<file path="src/timer_regs.svh">
// Offsets, field positions, reset values and counts of the interval timer port
`ifndef TIMER_REGS_SVH
`define TIMER_REGS_SVH

`define CHANNEL_COUNT   3
`define COUNT_WIDTH     16
`define PIN_SYNC_WIDTH  19

`define SEL_CTRL        2'h3
`define SC_READBACK     2'h3

`define CW_SC_HI        7
`define CW_SC_LO        6
`define CW_RW_HI        5
`define CW_RW_LO        4
`define RB_COUNT_N      5
`define RB_STATUS_N     4
`define RB_SEL_LO       1

`define STS_OUT         7
`define STS_NULL        6

`define MODE_RESET      6'h30
`define CR_RESET        16'h0000
`define BYTE_RESET      8'h00

`endif

</file>
<file path="src/timer_pkg.sv">
// Types shared by the interval timer read-back logic
package timer_pkg;

    typedef enum logic [1:0] {
        FMT_LATCH = 2'b00,
        FMT_LSB   = 2'b01,
        FMT_MSB   = 2'b10,
        FMT_WORD  = 2'b11
    } rw_fmt_t;

endpackage

</file>
<file path="src/timer_count_element.sv">
// Counting element of one timer channel: clock pulse, trigger and load
`timescale 1ns/1ps
`include "timer_regs.svh"

module timer_count_element #(
    parameter int WIDTH = `COUNT_WIDTH
)(
    // System
    input  wire logic             clk_sys,
    input  wire logic             sys_rst,
    // Synchronised channel pins
    input  wire logic             clk_lvl,
    input  wire logic             gate_lvl,
    // Load control
    input  wire logic             load_req,
    input  wire logic [WIDTH-1:0] holding_value,
    // Results
    output logic      [WIDTH-1:0] ce_value,
    output logic                  out_level,
    output logic                  load_done
);

    logic clk_prev_reg;
    logic rise_seen_reg;
    logic gate_prev_reg;
    logic trig_reg;
    logic pulse;

    // Pulse only after rise then fall
    assign pulse     = rise_seen_reg && clk_prev_reg && !clk_lvl;
    assign load_done = pulse && (load_req || trig_reg);

    always_ff @(posedge clk_sys) begin
        if (sys_rst) begin
            clk_prev_reg  <= 1'b0;
            rise_seen_reg <= 1'b0;
        end else begin
            clk_prev_reg <= clk_lvl;
            if (!clk_prev_reg && clk_lvl) begin
                rise_seen_reg <= 1'b1;
            end else if (pulse) begin
                rise_seen_reg <= 1'b0;
            end
        end
    end

    always_ff @(posedge clk_sys) begin
        if (sys_rst) begin
            gate_prev_reg <= 1'b0;
            trig_reg      <= 1'b0;
        end else begin
            gate_prev_reg <= gate_lvl;
            if (!gate_prev_reg && gate_lvl) begin
                trig_reg <= 1'b1;
            end else if (pulse) begin
                trig_reg <= 1'b0;
            end
        end
    end

    // Holding value moves in only on a load; else count down while gated
    always_ff @(posedge clk_sys) begin
        if (sys_rst) begin
            ce_value  <= '0;
            out_level <= 1'b0;
        end else if (load_done) begin
            ce_value  <= holding_value;
            out_level <= 1'b0;
        end else if (pulse && gate_lvl && ce_value != '0) begin
            ce_value <= ce_value - 1'b1;
            if (ce_value == {{(WIDTH-1){1'b0}}, 1'b1}) begin
                out_level <= 1'b1;
            end
        end
    end

endmodule // timer_count_element

</file>
<file path="src/timer_readback.sv">
// Host port decode, read-back command, count and status latches of a three-channel timer
`timescale 1ns/1ps
`include "timer_regs.svh"

module timer_readback
    import timer_pkg::*;
#(
    parameter int WIDTH = `COUNT_WIDTH
)(
    // System
    input  wire logic       clk_sys,
    input  wire logic       sys_rst,
    // Host parallel port
    input  wire logic       cs_n,
    input  wire logic       rd_n,
    input  wire logic       wr_n,
    input  wire logic [1:0] reg_select,
    input  wire logic [7:0] data_in,
    output logic      [7:0] data_out,
    output logic            data_oe,
    // Channel pins
    input  wire logic [2:0] cnt_clk,
    input  wire logic [2:0] cnt_gate,
    output logic      [2:0] cnt_out
);

    localparam int NCH = `CHANNEL_COUNT;

    // Picks the byte a read returns for the given format and byte phase
    function automatic logic [7:0] byte_sel(input logic [15:0] value,
                                            input rw_fmt_t     fmt,
                                            input logic        hi);
        byte_sel = (fmt == FMT_MSB || (fmt == FMT_WORD && hi)) ? value[15:8] : value[7:0];
    endfunction

    // Pin synchronisers
    logic [`PIN_SYNC_WIDTH-1:0] sync1_reg;
    logic [`PIN_SYNC_WIDTH-1:0] sync2_reg;

    logic       cs_n_s;
    logic       rd_n_s;
    logic       wr_n_s;
    logic [1:0] sel_s;
    logic [7:0] data_s;
    logic [2:0] clk_s;
    logic [2:0] gate_s;

    always_ff @(posedge clk_sys) begin
        if (sys_rst) begin
            sync1_reg <= {3'h7, 16'h0000};
            sync2_reg <= {3'h7, 16'h0000};
        end else begin
            sync1_reg <= {cs_n, rd_n, wr_n, reg_select, data_in, cnt_clk, cnt_gate};
            sync2_reg <= sync1_reg;
        end
    end

    assign {cs_n_s, rd_n_s, wr_n_s, sel_s, data_s, clk_s, gate_s} = sync2_reg;

    // Bus cycle decode
    logic       bus_rd;
    logic       bus_wr;
    logic       rd_active_reg;
    logic       wr_active_reg;
    logic [1:0] rd_sel_reg;
    logic [1:0] wr_sel_reg;
    logic [7:0] wr_data_reg;
    logic       rd_done;
    logic       wr_done;

    assign bus_rd  = !cs_n_s && !rd_n_s && wr_n_s && sel_s != `SEL_CTRL;
    assign bus_wr  = !cs_n_s && !wr_n_s && rd_n_s;
    assign rd_done = rd_active_reg && !bus_rd;
    assign wr_done = wr_active_reg && !bus_wr;

    always_ff @(posedge clk_sys) begin
        if (sys_rst) begin
            rd_active_reg <= 1'b0;
            rd_sel_reg    <= 2'h0;
        end else begin
            rd_active_reg <= bus_rd;
            if (bus_rd) begin
                rd_sel_reg <= sel_s;
            end
        end
    end

    always_ff @(posedge clk_sys) begin
        if (sys_rst) begin
            wr_active_reg <= 1'b0;
            wr_sel_reg    <= 2'h0;
            wr_data_reg   <= `BYTE_RESET;
        end else begin
            wr_active_reg <= bus_wr;
            if (bus_wr) begin
                wr_sel_reg  <= sel_s;
                wr_data_reg <= data_s;
            end
        end
    end

    // Control register commands
    logic    ctrl_wr;
    logic    readback;
    logic    prog;
    logic    cnt_wr;
    rw_fmt_t prog_fmt;

    assign prog_fmt = rw_fmt_t'(wr_data_reg[`CW_RW_HI:`CW_RW_LO]);
    assign ctrl_wr  = wr_done && wr_sel_reg == `SEL_CTRL;
    assign readback = ctrl_wr && wr_data_reg[`CW_SC_HI:`CW_SC_LO] == `SC_READBACK;
    assign prog     = ctrl_wr && !readback && prog_fmt != FMT_LATCH;
    assign cnt_wr   = wr_done && wr_sel_reg != `SEL_CTRL;

    // Per-channel state
    logic [7:0]       rd_byte [NCH];
    logic [WIDTH-1:0] ce_value [NCH];
    logic [NCH-1:0]   out_level;

    genvar i;
    generate
        for (i = 0; i < NCH; i++) begin : g_ch
            logic [5:0]       mode_reg;
            logic [WIDTH-1:0] cr_reg;
            logic             wr_msb_reg;
            logic             null_reg;
            logic             armed_reg;
            logic             cnt_latched_reg;
            logic [WIDTH-1:0] ol_reg;
            logic             sts_latched_reg;
            logic [7:0]       sts_reg;
            logic             rd_msb_reg;
            logic             prog_hit;
            logic             rb_sel;
            logic             latch_cnt;
            logic             latch_sts;
            logic             wr_hit;
            logic             rd_hit;
            logic             cr_done;
            logic             loaded;
            logic             cnt_read_end;
            rw_fmt_t          fmt;

            assign fmt       = rw_fmt_t'(mode_reg[5:4]);
            assign prog_hit  = prog && wr_data_reg[`CW_SC_HI:`CW_SC_LO] == 2'(i);
            assign rb_sel    = readback && wr_data_reg[`RB_SEL_LO + i];
            assign latch_cnt = rb_sel && !wr_data_reg[`RB_COUNT_N];
            assign latch_sts = rb_sel && !wr_data_reg[`RB_STATUS_N];
            assign wr_hit    = cnt_wr && wr_sel_reg == 2'(i);
            assign rd_hit    = rd_done && rd_sel_reg == 2'(i);
            assign cr_done   = wr_hit && (fmt != FMT_WORD || wr_msb_reg);
            assign cnt_read_end = rd_hit && !sts_latched_reg && (fmt != FMT_WORD || rd_msb_reg);

            // Mode word, kept for the status byte
            always_ff @(posedge clk_sys) begin
                if (sys_rst) begin
                    mode_reg <= `MODE_RESET;
                end else if (prog_hit) begin
                    mode_reg <= wr_data_reg[5:0];
                end
            end

            // Holding register and write byte phase
            always_ff @(posedge clk_sys) begin
                if (sys_rst) begin
                    cr_reg     <= `CR_RESET;
                    wr_msb_reg <= 1'b0;
                end else if (prog_hit) begin
                    wr_msb_reg <= 1'b0;
                end else if (wr_hit) begin
                    case (fmt)
                        FMT_LSB: begin
                            cr_reg <= {8'h00, wr_data_reg};
                        end
                        FMT_MSB: begin
                            cr_reg <= {wr_data_reg, 8'h00};
                        end
                        FMT_WORD: begin
                            if (wr_msb_reg) begin
                                cr_reg[15:8] <= wr_data_reg;
                            end else begin
                                cr_reg[7:0] <= wr_data_reg;
                            end
                            wr_msb_reg <= !wr_msb_reg;
                        end
                        default: begin
                            cr_reg <= cr_reg;
                        end
                    endcase
                end
            end

            // Pending-load flag; a set in the load cycle wins
            always_ff @(posedge clk_sys) begin
                if (sys_rst) begin
                    null_reg <= 1'b0;
                end else if (prog_hit || cr_done) begin
                    null_reg <= 1'b1;
                end else if (loaded) begin
                    null_reg <= 1'b0;
                end
            end

            // Load stays requested until a complete count has moved in or a control word reprograms the channel
            always_ff @(posedge clk_sys) begin
                if (sys_rst) begin
                    armed_reg <= 1'b0;
                end else if (cr_done) begin
                    armed_reg <= 1'b1;
                end else if (prog_hit || loaded) begin
                    armed_reg <= 1'b0;
                end
            end

            // Count latch, independent of the status latch
            always_ff @(posedge clk_sys) begin
                if (sys_rst) begin
                    cnt_latched_reg <= 1'b0;
                    ol_reg          <= '0;
                end else if (latch_cnt && !cnt_latched_reg) begin
                    cnt_latched_reg <= 1'b1;
                    ol_reg          <= ce_value[i];
                end else if (prog_hit || cnt_read_end) begin
                    cnt_latched_reg <= 1'b0;
                end
            end

            // Status latch
            always_ff @(posedge clk_sys) begin
                if (sys_rst) begin
                    sts_latched_reg <= 1'b0;
                    sts_reg         <= `BYTE_RESET;
                end else if (latch_sts && !sts_latched_reg) begin
                    sts_latched_reg <= 1'b1;
                    sts_reg         <= {out_level[i], null_reg, mode_reg};
                end else if (prog_hit || (rd_hit && sts_latched_reg)) begin
                    sts_latched_reg <= 1'b0;
                end
            end

            // Read byte phase for two-byte counts
            always_ff @(posedge clk_sys) begin
                if (sys_rst) begin
                    rd_msb_reg <= 1'b0;
                end else if (prog_hit) begin
                    rd_msb_reg <= 1'b0;
                end else if (rd_hit && !sts_latched_reg && fmt == FMT_WORD) begin
                    rd_msb_reg <= !rd_msb_reg;
                end
            end

            // Status first, then latched count, then live count
            assign rd_byte[i] = sts_latched_reg ? sts_reg :
                                byte_sel(cnt_latched_reg ? ol_reg : ce_value[i], fmt, rd_msb_reg);

            timer_count_element #(
                .WIDTH         (WIDTH)
            ) u_ce (
                .clk_sys       (clk_sys),
                .sys_rst       (sys_rst),
                .clk_lvl       (clk_s[i]),
                .gate_lvl      (gate_s[i]),
                .load_req      (armed_reg),
                .holding_value (cr_reg),
                .ce_value      (ce_value[i]),
                .out_level     (out_level[i]),
                .load_done     (loaded)
            );
        end
    endgenerate

    // Read data drive; undriven outside a valid channel read
    always_ff @(posedge clk_sys) begin
        if (sys_rst) begin
            data_out <= `BYTE_RESET;
            data_oe  <= 1'b0;
        end else begin
            data_oe <= bus_rd;
            if (bus_rd) begin
                data_out <= rd_byte[sel_s];
            end
        end
    end

    always_ff @(posedge clk_sys) begin
        if (sys_rst) begin
            cnt_out <= 3'h0;
        end else begin
            cnt_out <= out_level;
        end
    end

endmodule // timer_readback

</file>
<file path="config.mk">
export PLATFORM = sky130hd
export DESIGN_NAME = timer_readback
export DESIGN_NICKNAME = d
export VERILOG_FILES = /design/src/timer_pkg.sv /design/src/timer_count_element.sv /design/src/timer_readback.sv
export VERILOG_INCLUDE_DIRS = /design/src /design/src/src
export SDC_FILE = /design/constraint.sdc
export NUM_CORES = 1
export LEC_CHECK = 0
export ABC_AREA = 0
export BUFFER_PORTS_ARGS = -buffer_cell sky130_fd_sc_hd__clkbuf_2
export CORE_MARGIN = 2
export CORE_UTILIZATION = 50
export CTS_CLUSTER_DIAMETER = 80
export DETAILED_ROUTE_END_ITERATION = 8
export GPL_ROUTABILITY_DRIVEN = 0
export PLACE_DENSITY = 0.77
export SLEW_MARGIN = 30
export SYNTH_ARGS = -nofsm -noshare
export SYNTH_HDL_FRONTEND = slang
export SYNTH_SLANG_ARGS = --single-unit
</file>
<file path="constraint.sdc">
create_clock -name clk_sys -period 4.4 [get_ports clk_sys]
set_input_delay 1.32 -clock clk_sys [delete_from_list [all_inputs] [get_ports clk_sys]]
set_output_delay 1.32 -clock clk_sys [all_outputs]
set_load 0.005 [all_outputs]
</file>
==> flow_summary.yaml, run 1 <==
global_route:
  overflow: 0
  grt_max_degree: 171
  antenna_found_initial: 0
  grt_pass1_wl_mm: 49.3
  grt_pass1_vias: 9212
  grt_use_total_pct: 23.3
logic_synthesis:
  synth_cell_types: 75
  yosysMostFrequentCell: "dfxtp_1"
  ys_seq_elements: 282
  ys_async_sr_fraction_pct: 0
  syn-num-nets: 1407
  synth_area_leaders: "dfxtp_1, nand2_1, a21oi_1"
  synth_edf_count: 0
  synth_top_cell_area_share_pct: 45.8
  syn_area_um2: 12300
  synth_top_cell_by_area: "dfxtp_1"
  synth_common_cells: "dfxtp_1, nand2_1, nor2_1"
  syn_avg_cell_area_um2: 8.93
  synth_ff_type: "dfxtp_1"
  synth_warnings: 0
  synth_seq_area_share_pct: 45.8
  post_synth_inst_count: 1380
finish:
  final.fill_count: 2164
  diodes: 0
  drive_gt1_share_pct: 11.7
  fin_nets: 1381
  area.growth.synth_to_final_pct: 10.3
critical_path:
  critical_path_arrival_ps: 3000
  critPathKind: "register to register"
  startpoint: "sync2_reg[17]"
  rr_startpoint: "sync2_reg[17]"
  ff2ff_path_depth: 5
  cp_max_fo: 17
  rr_endpoint: "g_ch[2].ol_reg[12]"
  critPathCaptureType: "register"
  cp-start-kind: "register"
  endpoint: "g_ch[2].ol_reg[12]"
  worstPathRequired_ps: 4790
  r2r_setup_slack_ps: 1790
sta:
  maxSlewViolCount: 0
  setup-violations-final: 0
  finalHoldViolCount: 0
  finClkSkew_ps: 11.9
  setup_ws_ps: 1790
  slew_headroom_pct: 37.6
  period_share_pct: 59.4
  rsz0062_at_grt: "false"
  max_freq_ghz: 0.383
  finalSetupTns_ps: 0
  fin_crit_ps: 2610
  worstMarginPinSlew_ps: 932
floorplanning:
  dieArea_um2: 25900
  rows: 57
  core_um2: 24200
  dieHeight_um: 161
  die_x_um: 161
  pin_count: 33
  start_util_pct: 50.8
worst_hold_path:
  hold_class: "register to register"
cts:
  clock-sinks: 282
  cts-hold-fix-buffers: 0
  htreeDepth: 1
  cts_buffers: 29
  post_cts_buffers: 0
  cts_tree: "done"
  clock_path_buffers: 3
  cts_root_buf: "clkbuf_16"
  clk_latency_ps: 540
  clk_pin_slew_ps: 60
  cts.repair.resized: 0
drt:
  postRouteAntennaNets: 0
  drc: 0
  wirelength_mm: 30.6
  dr_total_vias: 10100
  first_pass_iters: 8
  drtIter0Drc: 1246
  viasPerCell: 5.95
  wl_per_cell_um: 18.0
power:
  powerDensity_nw_per_um2: 381
  peakVddDrop_uv: 330
  leakagePower_nw: 4.55
outcome:
  status: "completed"
placement:
  dp_slack_ps: 1370
  io_buffers: 32
  place_hpwl_mm: 20.5
run:
  drv_cap: 0
per-stage QoR:
step                cell area [um^2]  power, mW  instances  utilization, %  hold slack, ps
CTS                            13600       5.21       1698            56.0             408
floorplan                      12300       2.73       1380               -             389
finish                         13600       5.18       1699            56.1             408
detailed placement             12600       2.76       1646            52.0             396
global placement               12600       2.76       1646            51.9             396
global route                   13600       5.34       1699            56.1             423
cell usage in the layout, fill, tap and decap left out, types with 13 or more instances in the layout:
cell type | netlist | routed
o21ai_0 | 34 | 34
mux4_2 | 24 | 24
inv_1 | 21 | 21
nor2_1 | 119 | 117
nand3_1 | 39 | 39
a31oi_1 | 18 | 18
dfxtp_1 | 282 | 282
mux2i_1 | 49 | 49
nand4_1 | 19 | 19
nor2b_1 | 44 | 44
clkbuf_8 | 0 | 13
nor3_1 | 34 | 34
buf_4 | 3 | 13
a21oi_1 | 113 | 113
clkbuf_2 | 0 | 31
nor4_1 | 13 | 13
nand3b_1 | 29 | 29
nand2_1 | 210 | 210
a22oi_1 | 29 | 29
clkbuf_16 | 0 | 29
xnor2_1 | 15 | 15
power by group:
group	switching, mW	internal [mW]
Combinational	0.0726	0.0421
Sequential	0.0162	2.58
Clock	1.00	1.47
Total	1.09	4.08
critical path: stages, from the launching register on:
cell and delay (ps):
dfxtp_1 310, or3b_1 470, nand4_2 470, or4b_1 930, nand2_1 190, a21oi_1 90
area by class of cell:
class | count | area [um^2] | area share [%]
multi-input combinational | 973 | 6190 | 45.5
tap | 324 | 405 | 2.98
inverter | 21 | 78.8 | 0.580
clock buffer | 43 | 898 | 6.61
sequential | 282 | 5650 | 41.5
clock inverter | 9 | 88.8 | 0.653
timing repair buffer | 47 | 292 | 2.14
logic make-up after synthesis:
family | Yosys count | share of synthesized area (%)
and+or+nand+nor | 604 | 25.6
DFF | 282 | 45.8
AOI/OAI and AO/OA | 264 | 13.4
buffers and inverters | 125 | 4.43
muxes | 73 | 8.36
xor gates and xnor gates | 26 | 1.85
adders and majority gates | 6 | 0.609
layer usage:
| layer | global-route usage (%) | vias up | part of all wire [%] | routed length, um |
|---|---|---|---|---|
| li1 | - | 4856 | - | - |
| met1 | 34.4 | 4773 | 44 | 13600 |
| met2 | 34.9 | 420 | 44 | 13400 |
| met3 | 3.85 | 68 | 8.5 | 2610 |
| met4 | 7.75 | 0 | 3.2 | 974 |
| met5 | 0 | - | 0 | 0 |
worst min path at each step:
stage                       start            end  slack [ps]  cells past startpoint
CTS                 sync1_reg[16]  sync2_reg[16]         410                      1
global placement    sync1_reg[18]  sync2_reg[18]         400                      1
floorplan           sync1_reg[16]  sync2_reg[16]         390                      1
global route        sync1_reg[17]  sync2_reg[17]         420                      1
detailed placement  sync1_reg[16]  sync2_reg[16]         400                      1
finish              sync1_reg[16]  sync2_reg[16]         410                      1
Power figures use the tool's default switching activity.
==> run 2: changes to the inputs <==
ABC_AREA = 1   (was 0)
PLACE_DENSITY = 0.8   (was 0.77)
clock period = 2.4 ns   (was 4.4 ns; I/O delays follow)
==> flow_summary.yaml, run 2 <==
global_route:
  antenna_found_initial: 0
  overflow: 0
  grt_use_total_pct: 24.1
  grt_pass1_vias: 11900
  grt_pass1_wl_mm: 57.8
  grt_max_degree: 77
floorplanning:
  core_um2: 26900
  start_util_pct: 50.7
  dieArea_um2: 28600
  rows: 60
  die_x_um: 169
  dieHeight_um: 169
  pin_count: 33
drt:
  drc: 0
  viasPerCell: 5.21
  first_pass_iters: 6
  wl_per_cell_um: 13.9
  postRouteAntennaNets: 0
  dr_total_vias: 13000
  wirelength_mm: 34.6
  drtIter0Drc: 1265
sta:
  max_freq_ghz: 0.482
  rsz0062_at_grt: "false"
  period_share_pct: 86.4
  finalSetupTns_ps: 0
  setup-violations-final: 0
  finalHoldViolCount: 0
  fin_crit_ps: 2070
  worstMarginPinSlew_ps: 722
  hold_slack_ps: 360
  slew_headroom_pct: 51.8
  finClkSkew_ps: 24.7
  maxSlewViolCount: 0
  setup_ws_ps: 326
finish:
  drive_gt1_share_pct: 7.31
  fin_nets: 2155
  fin_util_pct: 56.3
  diodes: 0
  area.growth.synth_to_final_pct: 10.9
  final_common_cell: "nand2_1"
  final_cell_mix: "nand2_1, nor2_1, dfxtp_1, inv_1, a21oi_1"
power:
  comb_power_share_pct: 2.3
  leakagePower_nw: 7.22
  p_clk_share_pct: 48.7
  pwr-share-seq_pct: 49.0
  power.internal_mw: 7.64
  switching_share_pct: 21.1
  peakVddDrop_uv: 501
  p_sw_mw: 2.04
  powerDensity_nw_per_um2: 640
placement:
  io_buffers: 32
  dp_slack_ps: 383
  place_hpwl_mm: 24.1
logic_synthesis:
  synth_cell_types: 36
  synth_edf_count: 0
  synth_top_cell_by_area: "dfxtp_1"
  synth_area_leaders: "dfxtp_1, nand2_1, nor2_1"
  synth_warnings: 0
  yosysMostFrequentCell: "nand2_1"
  synth_seq_area_share_pct: 41.4
  syn-num-nets: 2150
  post_synth_inst_count: 2123
  synth_top_cell_area_share_pct: 41.4
  syn_area_um2: 13600
  syn_avg_cell_area_um2: 6.42
  ys_async_sr_fraction_pct: 0
  synth_common_cells: "nand2_1, nor2_1, dfxtp_1"
  ys_seq_elements: 282
  synth_ff_type: "dfxtp_1"
cts:
  post_cts_buffers: 0
  clk_pin_slew_ps: 60
  clock-sinks: 282
  htreeDepth: 1
  cts_root_buf: "clkbuf_16"
  cts_tree: "done"
  cts.repair.resized: 0
  clock_path_buffers: 3
  clk_latency_ps: 560
  cts-hold-fix-buffers: 0
  cts_buffers: 30
critical_path:
  critPathCaptureType: "register"
  cp_max_fo: 15
  r2r_setup_slack_ps: 330
  ff2ff_path_depth: 9
  worstPathRequired_ps: 2850
  critical_path_arrival_ps: 2530
  rr_startpoint: "g_ch[1].u_ce.ce_value[0]"
  rr_endpoint: "g_ch[1].u_ce.ce_value[8]"
  startpoint: "g_ch[1].u_ce.ce_value[0]"
  critPathKind: "register to register"
  endpoint: "g_ch[1].u_ce.ce_value[8]"
  cp-start-kind: "register"
run:
  drv_cap: 0
outcome:
  status: "completed"
worst_hold_path:
  hold_class: "input port to register"
run 2: changes by cell type in the layout (fill, tap and decap cells not counted), moves of 27 or more:
cell | previous run | this run
nor2b_1 | 44 | 0
a22oi_1 | 29 | 0
inv_1 | 21 | 246
a21oi_1 | 113 | 164
nor3_1 | 34 | 7
nor2_1 | 117 | 356
o21ai_0 | 34 | 118
nand2_1 | 210 | 593
nand3_1 | 39 | 152
mux2i_1 | 49 | 0
run 2: critical path: stages, from the launching register on:
cell and delay, ps:
dfxtp_1 370, inv_1 130, ha_1 240, nand2_1 130, nor2_2 190, nand2_1 100
nand2_2 220, nand2_1 280, o21ai_0 250, nor2_1 60
run 2: kinds of logic after synthesis:
logic type / share of synthesized area [%]
buffers and inverters: 9.99
AOI/OAI and AO/OA: 11.6
adders and majority gates: 0.551
and+or+nand+nor: 35.5
DFF: 41.4
xor gates and xnor gates: 0.964
run 2: area by class of cell:
type / count / area (um^2)
clock inverter: 9 / 129
tap: 341 / 427
sequential: 282 / 5650
timing repair buffer: 67 / 475
multi-input combinational: 1497 / 6620
inverter: 250 / 940
fill: 2543 / 11800
clock buffer: 43 / 881
run 2: worst min-delay path by stage:
stage,from,to,slack [ps],cells after the start
final,cnt_clk[1],sync1_reg[4],360,3
after global placement,sync1_reg[1],sync2_reg[1],390,2
after global routing,data_in[2],sync1_reg[8],350,3
after CTS,cnt_clk[1],sync1_reg[4],340,3
after detailed placement,sync1_reg[10],sync2_reg[10],400,2
after floorplan,sync1_reg[0],sync2_reg[0],390,2
run 2: power groups by stage:
stage	Clock [mW]	Combinational, mW	Sequential [mW]
after floorplan	0	0.148	4.84
after global placement	0	0.219	4.85
after detailed placement	0	0.223	4.85
after CTS	4.79	0.224	4.74
after global routing	4.96	0.251	4.74
final	4.72	0.223	4.74
run 2: through the flow:
stage | cells | instance area [um^2] | power, mW
after floorplan | 2123 | 13600 | 4.99
after global placement | 2437 | 14100 | 5.06
after detailed placement | 2437 | 14100 | 5.07
after CTS | 2489 | 15100 | 9.75
after global routing | 2489 | 15100 | 9.96
final | 2489 | 15100 | 9.68
run 2: routing by layer:
metal  vias to the layer above  wire (um)  GRT usage [%]
li1                       6630          -              -
met1                      5801      15400           32.8
met2                       444      15300           38.7
met3                        88       2570           3.79
met4                         0       1300           9.29
met5                         -          0              0
==> run 3: changes to the inputs <==
==> constraint.sdc (replaced) <==
create_clock -name clk_sys -period 2.4 [get_ports clk_sys]
set_input_delay 0.24 -clock clk_sys [delete_from_list [all_inputs] [get_ports clk_sys]]
set_output_delay 0.24 -clock clk_sys [all_outputs]
set_load 0.005 [all_outputs]
==> flow_summary.yaml, run 3 (same netlist as run 2, synthesis figures left out) <==
drt:
  postRouteAntennaNets: 0
  drtIter0Drc: 1298
  viasPerCell: 5.30
  first_pass_iters: 6
  wirelength_mm: 35.6
  drc: 0
  dr_total_vias: 13300
  wl_per_cell_um: 14.2
cts:
  clk_latency_ps: 550
  cts_tree: "done"
  clock-sinks: 282
  htreeDepth: 1
  clk_pin_slew_ps: 60
  cts_root_buf: "clkbuf_16"
  cts_buffers: 31
  post_cts_buffers: 0
  clock_path_buffers: 3
finish:
  fin_nets: 2174
  design_area_um2: 15300
  final_cell_mix: "nand2_1, nor2_1, dfxtp_1, inv_1, a21oi_1"
  area.growth.synth_to_final_pct: 12.3
  diodes: 0
  finalNonFillerCells: 2509
  drive_gt1_share_pct: 7.33
  final_common_cell: "nand2_1"
floorplanning:
  start_util_pct: 50.7
  rows: 60
  core_um2: 26900
  die_x_um: 169
  dieArea_um2: 28600
  pin_count: 33
  dieHeight_um: 169
power:
  powerDensity_nw_per_um2: 637
  peakVddDrop_uv: 652
  leakagePower_nw: 7.30
sta:
  slew_headroom_pct: 53.0
  fin_crit_ps: 2190
  finalHoldViolCount: 0
  period_share_pct: 91.1
  worstMarginPinSlew_ps: 705
  setup-violations-final: 0
  rsz0062_at_grt: "false"
  finalSetupTns_ps: 0
  maxSlewViolCount: 0
  finClkSkew_ps: 9.18
  max_freq_ghz: 0.457
global_route:
  grt_max_degree: 154
  grt_use_total_pct: 24.5
  grt_pass1_wl_mm: 58.5
  grt_pass1_vias: 12200
  overflow: 0
  antenna_found_initial: 0
critical_path:
  cp-start-kind: "register"
  critPathCaptureType: "register"
  worstPathRequired_ps: 2840
  critPathKind: "register to register"
  critical_path_arrival_ps: 2630
  cp_max_fo: 16
placement:
  place_hpwl_mm: 24.4
  io_buffers: 32
  numPlacedInstances: 2436
  place_area_um2: 14100
run:
  drv_cap: 0
worst_hold_path:
  hold_class: "input port to register"
outcome:
  status: "completed"
run 3: through the flow:
step                total power, mW  hold slack, ps  setup WS, ps  utilization (%)
global placement               5.06             395           420             52.5
floorplan                      4.99             344           806                -
global route                   10.0             325          14.3             56.9
detailed placement             5.07             396           306             52.5
CTS                            9.80             309           282             56.9
finish                         9.75             297           214             56.9
run 3: worst paths after layout:
| path | start | end | slack, ps | cells after the start |
|---|---|---|---|---|
| setup / recovery | wr_data_reg[5] | g_ch[2].cr_reg[3] | 210 | 7 |
| hold reg to reg | sync1_reg[1] | sync2_reg[1] | 400 | 2 |
| setup reg to reg | wr_data_reg[5] | g_ch[2].cr_reg[3] | 210 | 7 |
| hold / removal | sys_rst | g_ch[1].u_ce.ce_value[13] | 300 | 3 |
run 3: what timing repair did:
item	CTS	global route
endpoints found under the hold margin	19	0
hold buffers	19	0
gates resized for setup	0	0
run 3: power breakdown:
group / switching (mW) / internal [mW] / leakage (nW)
combinational: 0.159 / 0.0905 / 4.52
clock: 1.92 / 2.84 / 0.498
sequential: 0.0202 / 4.72 / 2.28
total: 2.10 / 7.66 / 7.30
run 3: area by class of cell:
class                   count  area, um^2
fillers                  2532       11600
multi-input cells        1497        6620
flip-flops and latches    282        5650
inverters                 250         940
clock buffers              38         822
repair buffers             85         658
well taps                 341         427
clock inverters            16         189
run 3: per-layer routing:
metal | up-vias | global-route usage, % | share of wire, %
li1 | 6678 | - | -
met1 | 6023 | 33.2 | 44
met2 | 514 | 40.4 | 46
met3 | 95 | 3.23 | 7.0
met4 | 0 | 8.62 | 3.2
met5 | - | 0 | 0
run 3: worst max-delay path, cell delays in order, from the launching register on:
cell and delay (ps):
dfxtp_1 610, inv_1 210, a21oi_2 280, nand3_2 300, nand3_1 450, nand2_1 100
inv_1 80, nor2_1 40
